### config.mk
export PLATFORM = sky130hd
export DESIGN_NAME = ddrioe_top
export DESIGN_NICKNAME = d
export VERILOG_FILES = /design/src/hdl/ddrioe_pkg.sv /design/src/hdl/ddrioe_top.sv
export SDC_FILE = /design/constraint.sdc
export NUM_CORES = 1
export LEC_CHECK = 0
export BUFFER_PORTS_ARGS = -buffer_cell sky130_fd_sc_hd__buf_4
export CORE_MARGIN = 2
export CORE_UTILIZATION = 45
export CTS_BUF_LIST = sky130_fd_sc_hd__clkbuf_16
export CTS_CLUSTER_DIAMETER = 80
export DETAILED_ROUTE_END_ITERATION = 6
export GPL_TIMING_DRIVEN = 0
export PLACE_DENSITY = 0.8
export SETUP_SLACK_MARGIN = 0.1
export SYNTH_ARGS = -nofsm -noshare
export SYNTH_HDL_FRONTEND = slang
export SYNTH_SLANG_ARGS = --single-unit
### constraint.sdc
create_clock -name sys_clk -period 2.7 [get_ports sys_clk]
set_clock_uncertainty 0.2 [all_clocks]
set_input_delay 0.135 -clock sys_clk [delete_from_list [all_inputs] [get_ports sys_clk]]
set_output_delay 0.135 -clock sys_clk [all_outputs]
set_load 0.02 [all_outputs]
### src/hdl/ddrioe_pkg.sv
// Constants shared by the DDR-capable I/O element
package ddrioe_pkg;

    ////////////////////////////////////////////////////////////////////////
    // Register bus
    localparam int AW = 4;
    localparam int DW = 32;
    localparam logic [3:0] OFS_CTRL = 4'h0;
    localparam logic [3:0] OFS_SEL = 4'h4;
    localparam logic [3:0] OFS_INV = 4'h8;
    localparam logic [3:0] OFS_STAT = 4'hC;

    ////////////////////////////////////////////////////////////////////////
    // Control register fields
    localparam int CTRL_MODE = 0;
    localparam int CTRL_PRESET = 2;
    localparam int CTRL_OE_LOW = 3;
    localparam logic [31:0] CTRL_RST = 32'h0000_0000;
    localparam logic [1:0] MODE_SDR = 2'h0;
    localparam logic [1:0] MODE_DDR_IN = 2'h1;
    localparam logic [1:0] MODE_DDR_OUT = 2'h2;
    localparam logic [1:0] MODE_DDR_BI = 2'h3;

    ////////////////////////////////////////////////////////////////////////
    // Source select fields, four bits each
    localparam int SEL_W = 4;
    localparam int SEL_CLK_IN = 0;
    localparam int SEL_CLK_OUT = 4;
    localparam int SEL_CE_IN = 8;
    localparam int SEL_CE_OUT = 12;
    localparam int SEL_OE = 16;
    localparam int SEL_ACLR = 20;
    localparam int SEL_SCLR = 24;
    localparam logic [31:0] SEL_RST = 32'h0FFF_FF00;

    ////////////////////////////////////////////////////////////////////////
    // Inversion mask bits
    localparam int INV_W = 10;
    localparam int INV_DA = 0;
    localparam int INV_DB = 1;
    localparam int INV_OE = 2;
    localparam int INV_CE_IN = 3;
    localparam int INV_CE_OUT = 4;
    localparam int INV_CLK_IN = 5;
    localparam int INV_CLK_OUT = 6;
    localparam int INV_ACLR = 7;
    localparam int INV_SCLR = 8;
    localparam int INV_PIN = 9;
    localparam logic [9:0] INV_RST = 10'h000;

    ////////////////////////////////////////////////////////////////////////
    // Block bundle and capacity
    localparam int BUNDLE_W = 4;
    localparam int IOCLK_W = 8;
    localparam logic [3:0] ROW_ELEMS = 4'h4;
    localparam logic [3:0] COL_ELEMS = 4'h6;

endpackage

### src/hdl/ddrioe_top.sv
// DDR-capable I/O element: one pin, six registers and a latch
`timescale 1ns/100ps

// Contract
// - Two input registers plus latch, two output and two enable registers
// - DDR input: one register captures on rising, one on falling edge
// - Latch keeps high-phase bit so both bits align to one edge
// - DDR output: both output registers load fabric data on rising edge
// - Pin shows first bit while clock high, second while clock low
// - Bidirectional DDR: enable passes a falling-edge register before pin
// - Bidirectional DDR combines DDR capture and DDR drive on one pin
// - Input registers have own clock and clock enable
// - Output and enable registers share one clock and one enable
// - Element selects its enable, clock enables, clears and clocks
// - One clear source for all registers, acting as clear or preset
// - Registers come up high or low once configured
// - Low start uses async clear, high start uses async preset
// - Registers also take a synchronous reset
// - Every input into the element can be inverted
// - Driver enable active high by default, active low optional
// - Block bundle: four enables, clock enables, clocks, clears
// - Row block holds four elements, column block six
// - Eight low-skew element clocks available as register clocks
module ddrioe_top #(
    parameter bit IS_COLUMN = 1'b0,
    parameter logic [2:0] ELEM_POS = 3'h0
) (
    input wire logic sys_clk,
    input wire logic resetn,
    input wire logic clk_en,
    input wire logic [3:0] reg_addr,
    input wire logic [31:0] reg_wdata,
    input wire logic reg_wr,
    input wire logic reg_rd,
    output logic [31:0] reg_rdata,
    input wire logic [3:0] blk_oe,
    input wire logic [3:0] blk_ce,
    input wire logic [3:0] blk_clk,
    input wire logic [3:0] blk_clr,
    input wire logic [7:0] io_clk,
    input wire logic loc_oe,
    input wire logic loc_ce_in,
    input wire logic loc_ce_out,
    input wire logic loc_clk,
    input wire logic loc_aclr,
    input wire logic loc_sclr,
    input wire logic fab_dout_a,
    input wire logic fab_dout_b,
    output logic fab_din_sdr,
    output logic fab_din_hi,
    output logic fab_din_lo,
    input wire logic pin_i,
    output logic pin_o,
    output logic pin_oe
);

    ////////////////////////////////////////////////////////////////////////
    // Declarations
    logic [31:0] ctrl_r;
    logic [31:0] sel_r;
    logic [9:0] inv_r;
    logic [31:0] rdata_r;
    logic [31:0] rd_nxt;
    logic cap_pos_r;
    logic cap_neg_r;
    logic cap_lat_r;
    logic out_a_r;
    logic out_b_r;
    logic oe_pos_r;
    logic oe_neg_r;
    logic pin_o_r;
    logic pin_oe_r;
    logic clk_in_q_r;
    logic clk_out_q_r;
    logic clk_in_lvl;
    logic clk_out_lvl;
    logic ce_in_on;
    logic ce_out_on;
    logic oe_sel;
    logic aclr_on;
    logic sclr_on;
    logic d_a;
    logic d_b;
    logic pin_lvl;
    logic rise_in;
    logic fall_in;
    logic rise_out;
    logic fall_out;
    logic ddr_in;
    logic ddr_out;
    logic mode_bi;
    logic iv;
    logic iv_load;
    logic ctrl_wr;
    logic oe_eff;
    logic drive_nxt;
    logic [1:0] mode;
    logic [3:0] cap;

    ////////////////////////////////////////////////////////////////////////
    // Helpers
    function automatic logic pick(input logic [15:0] v,
                                  input logic [3:0] s);
        pick = v[s];
    endfunction

    // Register step: sync reset wins over data on an enabled edge
    function automatic logic upd(input logic cur, input logic d,
                                 input logic edg, input logic ce,
                                 input logic sc, input logic ivv);
        if (edg && ce) begin
            upd = sc ? ivv : d;
        end else begin
            upd = cur;
        end
    endfunction

    function automatic logic [3:0] fld(input logic [31:0] r,
                                       input int lsb);
        fld = r[lsb +: 4];
    endfunction

    ////////////////////////////////////////////////////////////////////////
    // Source selection and inversion
    assign clk_in_lvl = pick({3'h0, loc_clk, io_clk, blk_clk},
        fld(sel_r, ddrioe_pkg::SEL_CLK_IN))
        ^ inv_r[ddrioe_pkg::INV_CLK_IN];
    assign clk_out_lvl = pick({3'h0, loc_clk, io_clk, blk_clk},
        fld(sel_r, ddrioe_pkg::SEL_CLK_OUT))
        ^ inv_r[ddrioe_pkg::INV_CLK_OUT];
    assign ce_in_on = pick({1'b1, 10'h000, loc_ce_in, blk_ce},
        fld(sel_r, ddrioe_pkg::SEL_CE_IN))
        ^ inv_r[ddrioe_pkg::INV_CE_IN];
    assign ce_out_on = pick({1'b1, 10'h000, loc_ce_out, blk_ce},
        fld(sel_r, ddrioe_pkg::SEL_CE_OUT))
        ^ inv_r[ddrioe_pkg::INV_CE_OUT];
    assign oe_sel = pick({1'b1, 10'h000, loc_oe, blk_oe},
        fld(sel_r, ddrioe_pkg::SEL_OE))
        ^ inv_r[ddrioe_pkg::INV_OE];
    assign aclr_on = pick({11'h000, loc_aclr, blk_clr},
        fld(sel_r, ddrioe_pkg::SEL_ACLR))
        ^ inv_r[ddrioe_pkg::INV_ACLR];
    assign sclr_on = pick({11'h000, loc_sclr, blk_clr},
        fld(sel_r, ddrioe_pkg::SEL_SCLR))
        ^ inv_r[ddrioe_pkg::INV_SCLR];
    assign d_a = fab_dout_a ^ inv_r[ddrioe_pkg::INV_DA];
    assign d_b = fab_dout_b ^ inv_r[ddrioe_pkg::INV_DB];
    assign pin_lvl = pin_i ^ inv_r[ddrioe_pkg::INV_PIN];

    assign mode = ctrl_r[ddrioe_pkg::CTRL_MODE +: 2];
    assign mode_bi = (mode == ddrioe_pkg::MODE_DDR_BI);
    assign ddr_in = (mode == ddrioe_pkg::MODE_DDR_IN) || mode_bi;
    assign ddr_out = (mode == ddrioe_pkg::MODE_DDR_OUT) || mode_bi;
    assign iv = ctrl_r[ddrioe_pkg::CTRL_PRESET];
    assign ctrl_wr = reg_wr && (reg_addr == ddrioe_pkg::OFS_CTRL);
    assign iv_load = ctrl_wr ? reg_wdata[ddrioe_pkg::CTRL_PRESET] : iv;

    ////////////////////////////////////////////////////////////////////////
    // Element clock edge detection
    always_ff @(posedge sys_clk or negedge resetn) begin
        if (!resetn) begin
            clk_in_q_r <= 1'b0;
            clk_out_q_r <= 1'b0;
        end else if (clk_en) begin
            clk_in_q_r <= clk_in_lvl;
            clk_out_q_r <= clk_out_lvl;
        end
    end

    assign rise_in = clk_in_lvl && !clk_in_q_r;
    assign fall_in = !clk_in_lvl && clk_in_q_r;
    assign rise_out = clk_out_lvl && !clk_out_q_r;
    assign fall_out = !clk_out_lvl && clk_out_q_r;

    ////////////////////////////////////////////////////////////////////////
    // Register bus
    always_ff @(posedge sys_clk or negedge resetn) begin
        if (!resetn) begin
            ctrl_r <= ddrioe_pkg::CTRL_RST;
            sel_r <= ddrioe_pkg::SEL_RST;
            inv_r <= ddrioe_pkg::INV_RST;
        end else if (clk_en && reg_wr) begin
            if (reg_addr == ddrioe_pkg::OFS_CTRL) begin
                ctrl_r <= {28'h0000000, reg_wdata[3:0]};
            end
            if (reg_addr == ddrioe_pkg::OFS_SEL) begin
                sel_r <= {4'h0, reg_wdata[27:0]};
            end
            if (reg_addr == ddrioe_pkg::OFS_INV) begin
                inv_r <= reg_wdata[ddrioe_pkg::INV_W-1:0];
            end
        end
    end

    // Capacity of the enclosing block
    assign cap = IS_COLUMN ? ddrioe_pkg::COL_ELEMS
                           : ddrioe_pkg::ROW_ELEMS;

    always_comb begin
        unique case (reg_addr)
            ddrioe_pkg::OFS_CTRL: rd_nxt = ctrl_r;
            ddrioe_pkg::OFS_SEL: rd_nxt = sel_r;
            ddrioe_pkg::OFS_INV: rd_nxt = {22'h000000, inv_r};
            ddrioe_pkg::OFS_STAT: begin
                rd_nxt = {12'h000, cap, 1'b0, ELEM_POS, 2'h0, pin_oe_r,
                          pin_o_r, oe_neg_r, oe_pos_r, out_b_r, out_a_r,
                          cap_neg_r, cap_lat_r, cap_pos_r, clk_in_lvl};
            end
            default: rd_nxt = 32'h0000_0000;
        endcase
    end

    always_ff @(posedge sys_clk or negedge resetn) begin
        if (!resetn) begin
            rdata_r <= 32'h0000_0000;
        end else if (clk_en) begin
            rdata_r <= reg_rd ? rd_nxt : 32'h0000_0000;
        end
    end

    assign reg_rdata = rdata_r;

    ////////////////////////////////////////////////////////////////////////
    // Input path: rising register, falling register, latch
    always_ff @(posedge sys_clk or negedge resetn) begin
        if (!resetn) begin
            cap_pos_r <= 1'b0;
            cap_neg_r <= 1'b0;
            cap_lat_r <= 1'b0;
        end else if (clk_en) begin
            if (aclr_on || ctrl_wr) begin
                cap_pos_r <= iv_load;
                cap_neg_r <= iv_load;
                cap_lat_r <= iv_load;
            end else begin
                cap_pos_r <= upd(cap_pos_r, pin_lvl, rise_in, ce_in_on,
                                 sclr_on, iv);
                cap_neg_r <= upd(cap_neg_r, pin_lvl, fall_in && ddr_in,
                                 ce_in_on, sclr_on, iv);
                cap_lat_r <= upd(cap_lat_r, cap_pos_r, fall_in && ddr_in,
                                 ce_in_on, sclr_on, iv);
            end
        end
    end

    assign fab_din_sdr = cap_pos_r;
    assign fab_din_hi = cap_lat_r;
    assign fab_din_lo = cap_neg_r;

    ////////////////////////////////////////////////////////////////////////
    // Output path: two data registers and two enable registers
    always_ff @(posedge sys_clk or negedge resetn) begin
        if (!resetn) begin
            out_a_r <= 1'b0;
            out_b_r <= 1'b0;
            oe_pos_r <= 1'b0;
            oe_neg_r <= 1'b0;
        end else if (clk_en) begin
            if (aclr_on || ctrl_wr) begin
                out_a_r <= iv_load;
                out_b_r <= iv_load;
                oe_pos_r <= iv_load;
                oe_neg_r <= iv_load;
            end else begin
                out_a_r <= upd(out_a_r, d_a, rise_out, ce_out_on,
                               sclr_on, iv);
                out_b_r <= upd(out_b_r, d_b, rise_out && ddr_out,
                               ce_out_on, sclr_on, iv);
                oe_pos_r <= upd(oe_pos_r, oe_sel, rise_out, ce_out_on,
                                sclr_on, iv);
                oe_neg_r <= upd(oe_neg_r, oe_pos_r, fall_out, ce_out_on,
                                sclr_on, iv);
            end
        end
    end

    ////////////////////////////////////////////////////////////////////////
    // Pin driver
    assign oe_eff = mode_bi ? oe_neg_r : oe_pos_r;
    assign drive_nxt = (mode == ddrioe_pkg::MODE_DDR_IN) ? 1'b0
        : (oe_eff ^ ctrl_r[ddrioe_pkg::CTRL_OE_LOW]);

    always_ff @(posedge sys_clk or negedge resetn) begin
        if (!resetn) begin
            pin_o_r <= 1'b0;
            pin_oe_r <= 1'b0;
        end else if (clk_en) begin
            pin_o_r <= (ddr_out && !clk_out_lvl) ? out_b_r
                                                 : out_a_r;
            pin_oe_r <= drive_nxt;
        end
    end

    assign pin_o = pin_o_r;
    assign pin_oe = pin_oe_r;
endmodule

## Yosys cells after proc, flatten, opt, wreduce, memory -nomap -nowiden

Index checks and enable logic that the tools add are counted.

- Reduce and logical (&&, ||, !) cells: 35
- Order comparisons: 7
- Equality and inequality tests: 6
- Bitwise operators: 11
- Muxes and demuxes: 40

Operators with widths:

| operator | count |
|---|---|
| one-hot mux 28 bit (4 select lines) | 1 |
| less-than comparator 4 x 5 -> 1 bit, second input constant | 7 |
| two-way mux 32 bit | 1 |
| two-way mux 1 bit | 31 |
| binary-select mux 1 bit (select 4 bit) | 7 |
| AND reduction 2 bit | 8 |
| logical AND 1 bit | 14 |
| XOR 1 bit | 11 |
| nonzero test 2 bit | 5 |
| equality test 4 bit, second input constant | 2 |
| equality test 2 bit, second input constant | 2 |
| equality test 4 x 3 -> 1 bit, second input constant | 1 |
| logical NOT 1 bit | 4 |
| logical NOT 4 bit | 1 |
| logical OR 1 bit | 3 |
| equality test 2 x 1 -> 1 bit, second input constant | 1 |

- Output and inout bits: 37
- Register bits after elaboration: 85

## Logic depth before layout (Yosys ltp)

- Depth after elaboration: 9
- Depth in mapped cells: 7
- Mapped depth without buffers: 6

## Worst setup path after synthesis

OpenSTA, ideal clock, no wires.

- Kind: flip-flop to flip-flop
- Start point: register sel_r[0]
- End point: register rdata_r[0] (netlist: reg_rdata[0])
- Arrival: 2219 ps
- Setup slack: 160 ps
- Library setup time: 121 ps
- Cell stages (with the launch flop): 7
- Required time: 2379 ps
- Clock period less this slack: 2540 ps
- Path buffers: 0
- Cells stage by stage: dfrtp_1 -> mux4_1 -> nor4bb_1 -> a2111oi_2 -> nand3_2 -> mux4_1 -> a22o_1

- Longest elaborated chain between the ends: 5

RTL lines:

| what | line | source |
|---|---|---|
| start: declaration | ddrioe_top.sv:60 | `logic [31:0] sel_r;` |
| start signal: assignment | ddrioe_top.sv:180 | `sel_r <= ddrioe_pkg::SEL_RST;` |
| start signal: assignment | ddrioe_top.sv:187 | `sel_r <= {4'h0, reg_wdata[27:0]};` |
| binary-select mux 1 bit (select 4 bit) | ddrioe_top.sv:104 | `pick = v[s];` |
| two-way mux 1 bit (implied by the code) | ddrioe_top.sv:104 |  |
| XOR 1 bit | ddrioe_top.sv:127 | `^ inv_r[ddrioe_pkg::INV_CLK_IN];` |
| one-hot mux 28 bit (4 select lines) * | ddrioe_top.sv:200 | `unique case (reg_addr)` |
| two-way mux 32 bit * | ddrioe_top.sv:217 | `rdata_r <= reg_rd ? rd_nxt : 32'h0000_0000;` |
| end signal: assignment | ddrioe_top.sv:217 |  |
| end: declaration | ddrioe_top.sv:62 | `logic [31:0] rdata_r;` |

Mark *: on every way between the ends. The rest lies on a longest branch, timed or not. The select of a mux whose other input is x is not followed.
A chain may end at the register's enable or synchronous reset.

## Worst setup path after layout

Same ends and word-level chain as after synthesis.

==> flow_summary.toml <==
[run_status]
status = "finished, final reports clean"

[timing]
hold_viol_final = 0
layout_min_cycle_time_ns = 2.581
maxSlewViolCount = 0
slew-limit-headroom_pct = 33.17
finalSetupViolations = 0
max_freq_ghz = 0.3875
rsz0062_at_grt = "true"
finalCritPeriodShare_pct = 95.58
worstMarginPinSlew_ns = 1.002
timing.hold.ws_ns = 0.03697

[min_path]
min_path_cells = 3
min_path_type = "input pin to flop"

[detailed_routing]
drc = 0
ant_nets = 0
first_pass_iters = 4
drtIter0Drc = 238
via_per_inst = 5.725
wl_um = 12300
dr_total_vias = 3658
wl_per_cell_um = 19.24

[cells_and_area]
layout.cells.non_filler = 639
num_antenna_cells = 0
area_growth_pct = 38.27
layout-drive-gt1-share_pct = 44.12
fin_nets = 579

[synthesis]
synth_cell_types = 58
yosys.area.top_type_share_pct = 35.48
synth_ff_type = "dfrtp_1"
synth_area_per_cell_um2 = 12.16
muxShareOfSynthArea_pct = 21.43
synth_xor_area_share_pct = 1.221
synthAdderAreaFrac_pct = 0
async_reset_ff_share_pct = 100.0
synth-edff-count = 0
yosys-top-cells-area = "dfrtp_1, mux2_2, dfstp_2"
ys_seq_elements = 81
syn_inst = 354
ys_warn_count = 0
ys_seq_area_share_pct = 47.69
synth_top_family_by_area = "multiplexers"
synth_compound_area_share_pct = 15.76
synth_simple_gate_area_share_pct = 10.56
yosysTopAreaCell = "dfrtp_1"
syn_area_um2 = 4303

[critical_path]
cp_max_fo = 3
crit_path_end_kind = "flop"
startpoint_type = "flop"
crit_family = "multiplexers"
cp-endpoint = "reg_rdata[0]$_DFFE_PN0P_"
cp_slowest_cell = "mux4_2"
path_depth = 6
required_ns = 2.73
worstPathArrival_ns = 2.61
path_buf_inv = 0
r2r_cells = 6
crit_path_start = "sel_r[0]$_DFFE_PN0P_"
worst_path_largest_cell_delay_ns = 0.53
cp_cell_sequence = "mux4_2 > nor4bb_4 > a2111oi_4 > nand3_2 > mux4_2 > a22o_1"
r2r_end = "reg_rdata[0]$_DFFE_PN0P_"
r2r_setup_slack_ns = 0.12
path_class = "flop to flop"
reg2reg_from = "sel_r[0]$_DFFE_PN0P_"
cp_common_cell = "mux4_2"

[global_routing]
grt_pass1_vias = 3783
met2_usage_pct = 41.19
busiest_layer = "met2"
grt_use_met3_pct = 4.210
gr-usage-all-layers_pct = 24.15
antenna_found_initial = 0
overflow = 0
grt_pass1_wl_um = 18960
grtUsageMet1_pct = 29.79
grt_start_max_net_pins = 82

[floorplan]
rows = 35
die_h_um = 101.8
start_util_pct = 46.57
die_w_um = 101.8
die_area_um2 = 10360
core_area_um2 = 9240
io_pins = 111

[power_and_ir_drop]
p_clk_share_pct = 29.4
p_int_mw = 2.954
p_per_area_nw_per_um2 = 725.1
p_seq_share_pct = 40.4
p_sw_mw = 1.361
peakVddDrop_v = 0.0004066
p_sw_share_pct = 31.54
power_leakage_nw = 2.679
comb_power_share_pct = 30.1

[place]
gp_congestion = 0.9312
dp_hpwl_um = 8428
io_buffer_count = 101
dp_cells = 587

[clock_tree]
htree_levels = 3
clockBufferDepth = 2
cts.clk_slew.worst_paths_ns = 0.06
clock_latency_ns = 0.34
numCtsBuffers = 9
tritoncts = "built"
cts_sinks = 81
clock-root-buffer = "clkbuf_16"

[flow_run]
cap_violations = 0
power by group through the flow:
| stage | sequential [mW] | clock, mW | combinational, mW |
|---|---|---|---|
| 2_1_floorplan | 1.71 | 0 | 0.744 |
| 3_3_place_gp | 1.73 | 0 | 1.11 |
| 3_5_place_dp | 1.74 | 0 | 1.14 |
| 4_1_cts | 1.73 | 1.28 | 1.23 |
| 5_1_grt | 1.77 | 1.33 | 1.40 |
| 6_report | 1.74 | 1.27 | 1.30 |
state kept, by name (all words and copies together), names as in the netlist, 4 cells and up:
register,count
sel_r,28
ctrl_r,4
inv_r,10
reg_rdata,28
how the worst min path moves through the flow:
stage	start	endpoint	slack (ns)
global placement	resetn	reg_rdata[18]$_DFFE_PN0P_	0.16
detailed placement	resetn	inv_r[2]$_DFFE_PN0P_	0.17
floorplan	resetn	clk_in_q_r$_DFFE_PN0P_	-0.36
CTS	fab_dout_a	out_a_r$_DFFE_PN0P_	0.07
global route	reg_wr	inv_r[9]$_DFFE_PN0P_	0.03
finish	reg_wr	inv_r[9]$_DFFE_PN0P_	0.04
repair_timing:
item,CTS,global route
pin swaps,3,7
endpoints found under the hold margin,104,0
setup buffers,4,2
endpoints found under the setup margin,6,15
hold buffers,30,0
gates resized for setup,3,16
Yosys cell counts, types with 4 or more instances:
cell type  count
nor4b_1        4
a21oi_1        9
o2bb2ai_1      7
dfrtp_1       61
mux4_2         8
a221oi_1       7
xor2_1         5
inv_1          6
a22o_1        25
nand4_1        5
nor2_1        12
clkbuf_1      13
buf_4          4
mux2i_1       10
o21ai_0        9
dfstp_2       20
a22oi_1        6
nand2b_1       4
mux2_2        50
and3_1         4
o211ai_1       6
nand2_1       15
a31oi_1        8
nor2b_1        4
nand3_1        7
kinds of logic after synthesis:
kind of cell,count (synthesis)
other,1
AO/OA/AOI/OAI,89
multiplexers,71
buffers and inverters,28
AND/OR/NAND/NOR,78
XOR/XNOR,6
flip-flops,81
per-stage QoR:
| step | util [%] | setup WS [ns] | area (µm²) | setup TNS, ns | total power, mW |
|---|---|---|---|---|---|
| CTS | 63.55 | 0.03902 | 5872 | 0 | 4.232 |
| finish | 64.39 | 0.1193 | 5949 | 0 | 4.314 |
| floorplan | - | 0.1596 | 4314 | 0 | 2.451 |
| global route | 64.39 | 0.006702 | 5949 | 0 | 4.508 |
| detailed placement | 56.64 | -0.05516 | 5234 | -0.05885 | 2.884 |
| global placement | 56.64 | -0.03123 | 5234 | -0.03123 | 2.834 |
layout make-up:
class,instances,area [µm²]
Sequential cell,81,2053
Inverter,6,22.52
Buffer,22,121.4
Clock inverter,7,80.08
Fill cell,704,3291
Tap cell,129,161.4
Multi-Input combinational cell,248,2182
Clock buffer,9,225.2
Timing Repair Buffer,137,1104
worst register-to-register path, cell delays in order, from the launching register on:
cell and delay [ns]:
dfrtp_2 0.43, mux4_2 0.53, nor4bb_4 0.17, a2111oi_4 0.34
nand3_2 0.13, mux4_2 0.49, a22o_1 0.19
layer usage:
metal  wire length, µm  share of wire, %  up-vias
met2              6242                51      133
li1                  -                 -     1660
met1              4939                40     1837
met3               748               6.1       28
met5                 0                 0        -
met4               366               3.0        0
layout by cell type, fill, tap and decap left out, drive strengths merged, types with 5 or more instances in the layout:
cell,n
a31oi,8
nand4,5
mux2i,10
dfstp,20
o211ai,6
nand2,15
mux4,11
a22o,26
a22oi,6
a221oi,7
inv,9
dlygate4sd3,30
mux2,50
dfrtp,61
nor2,12
nand3,8
clkbuf,25
o21ai,9
and3,5
buf,113
a21oi,9
xor2,5
o2bb2ai,7
No activity file was read; power rests on OpenSTA's default activity.
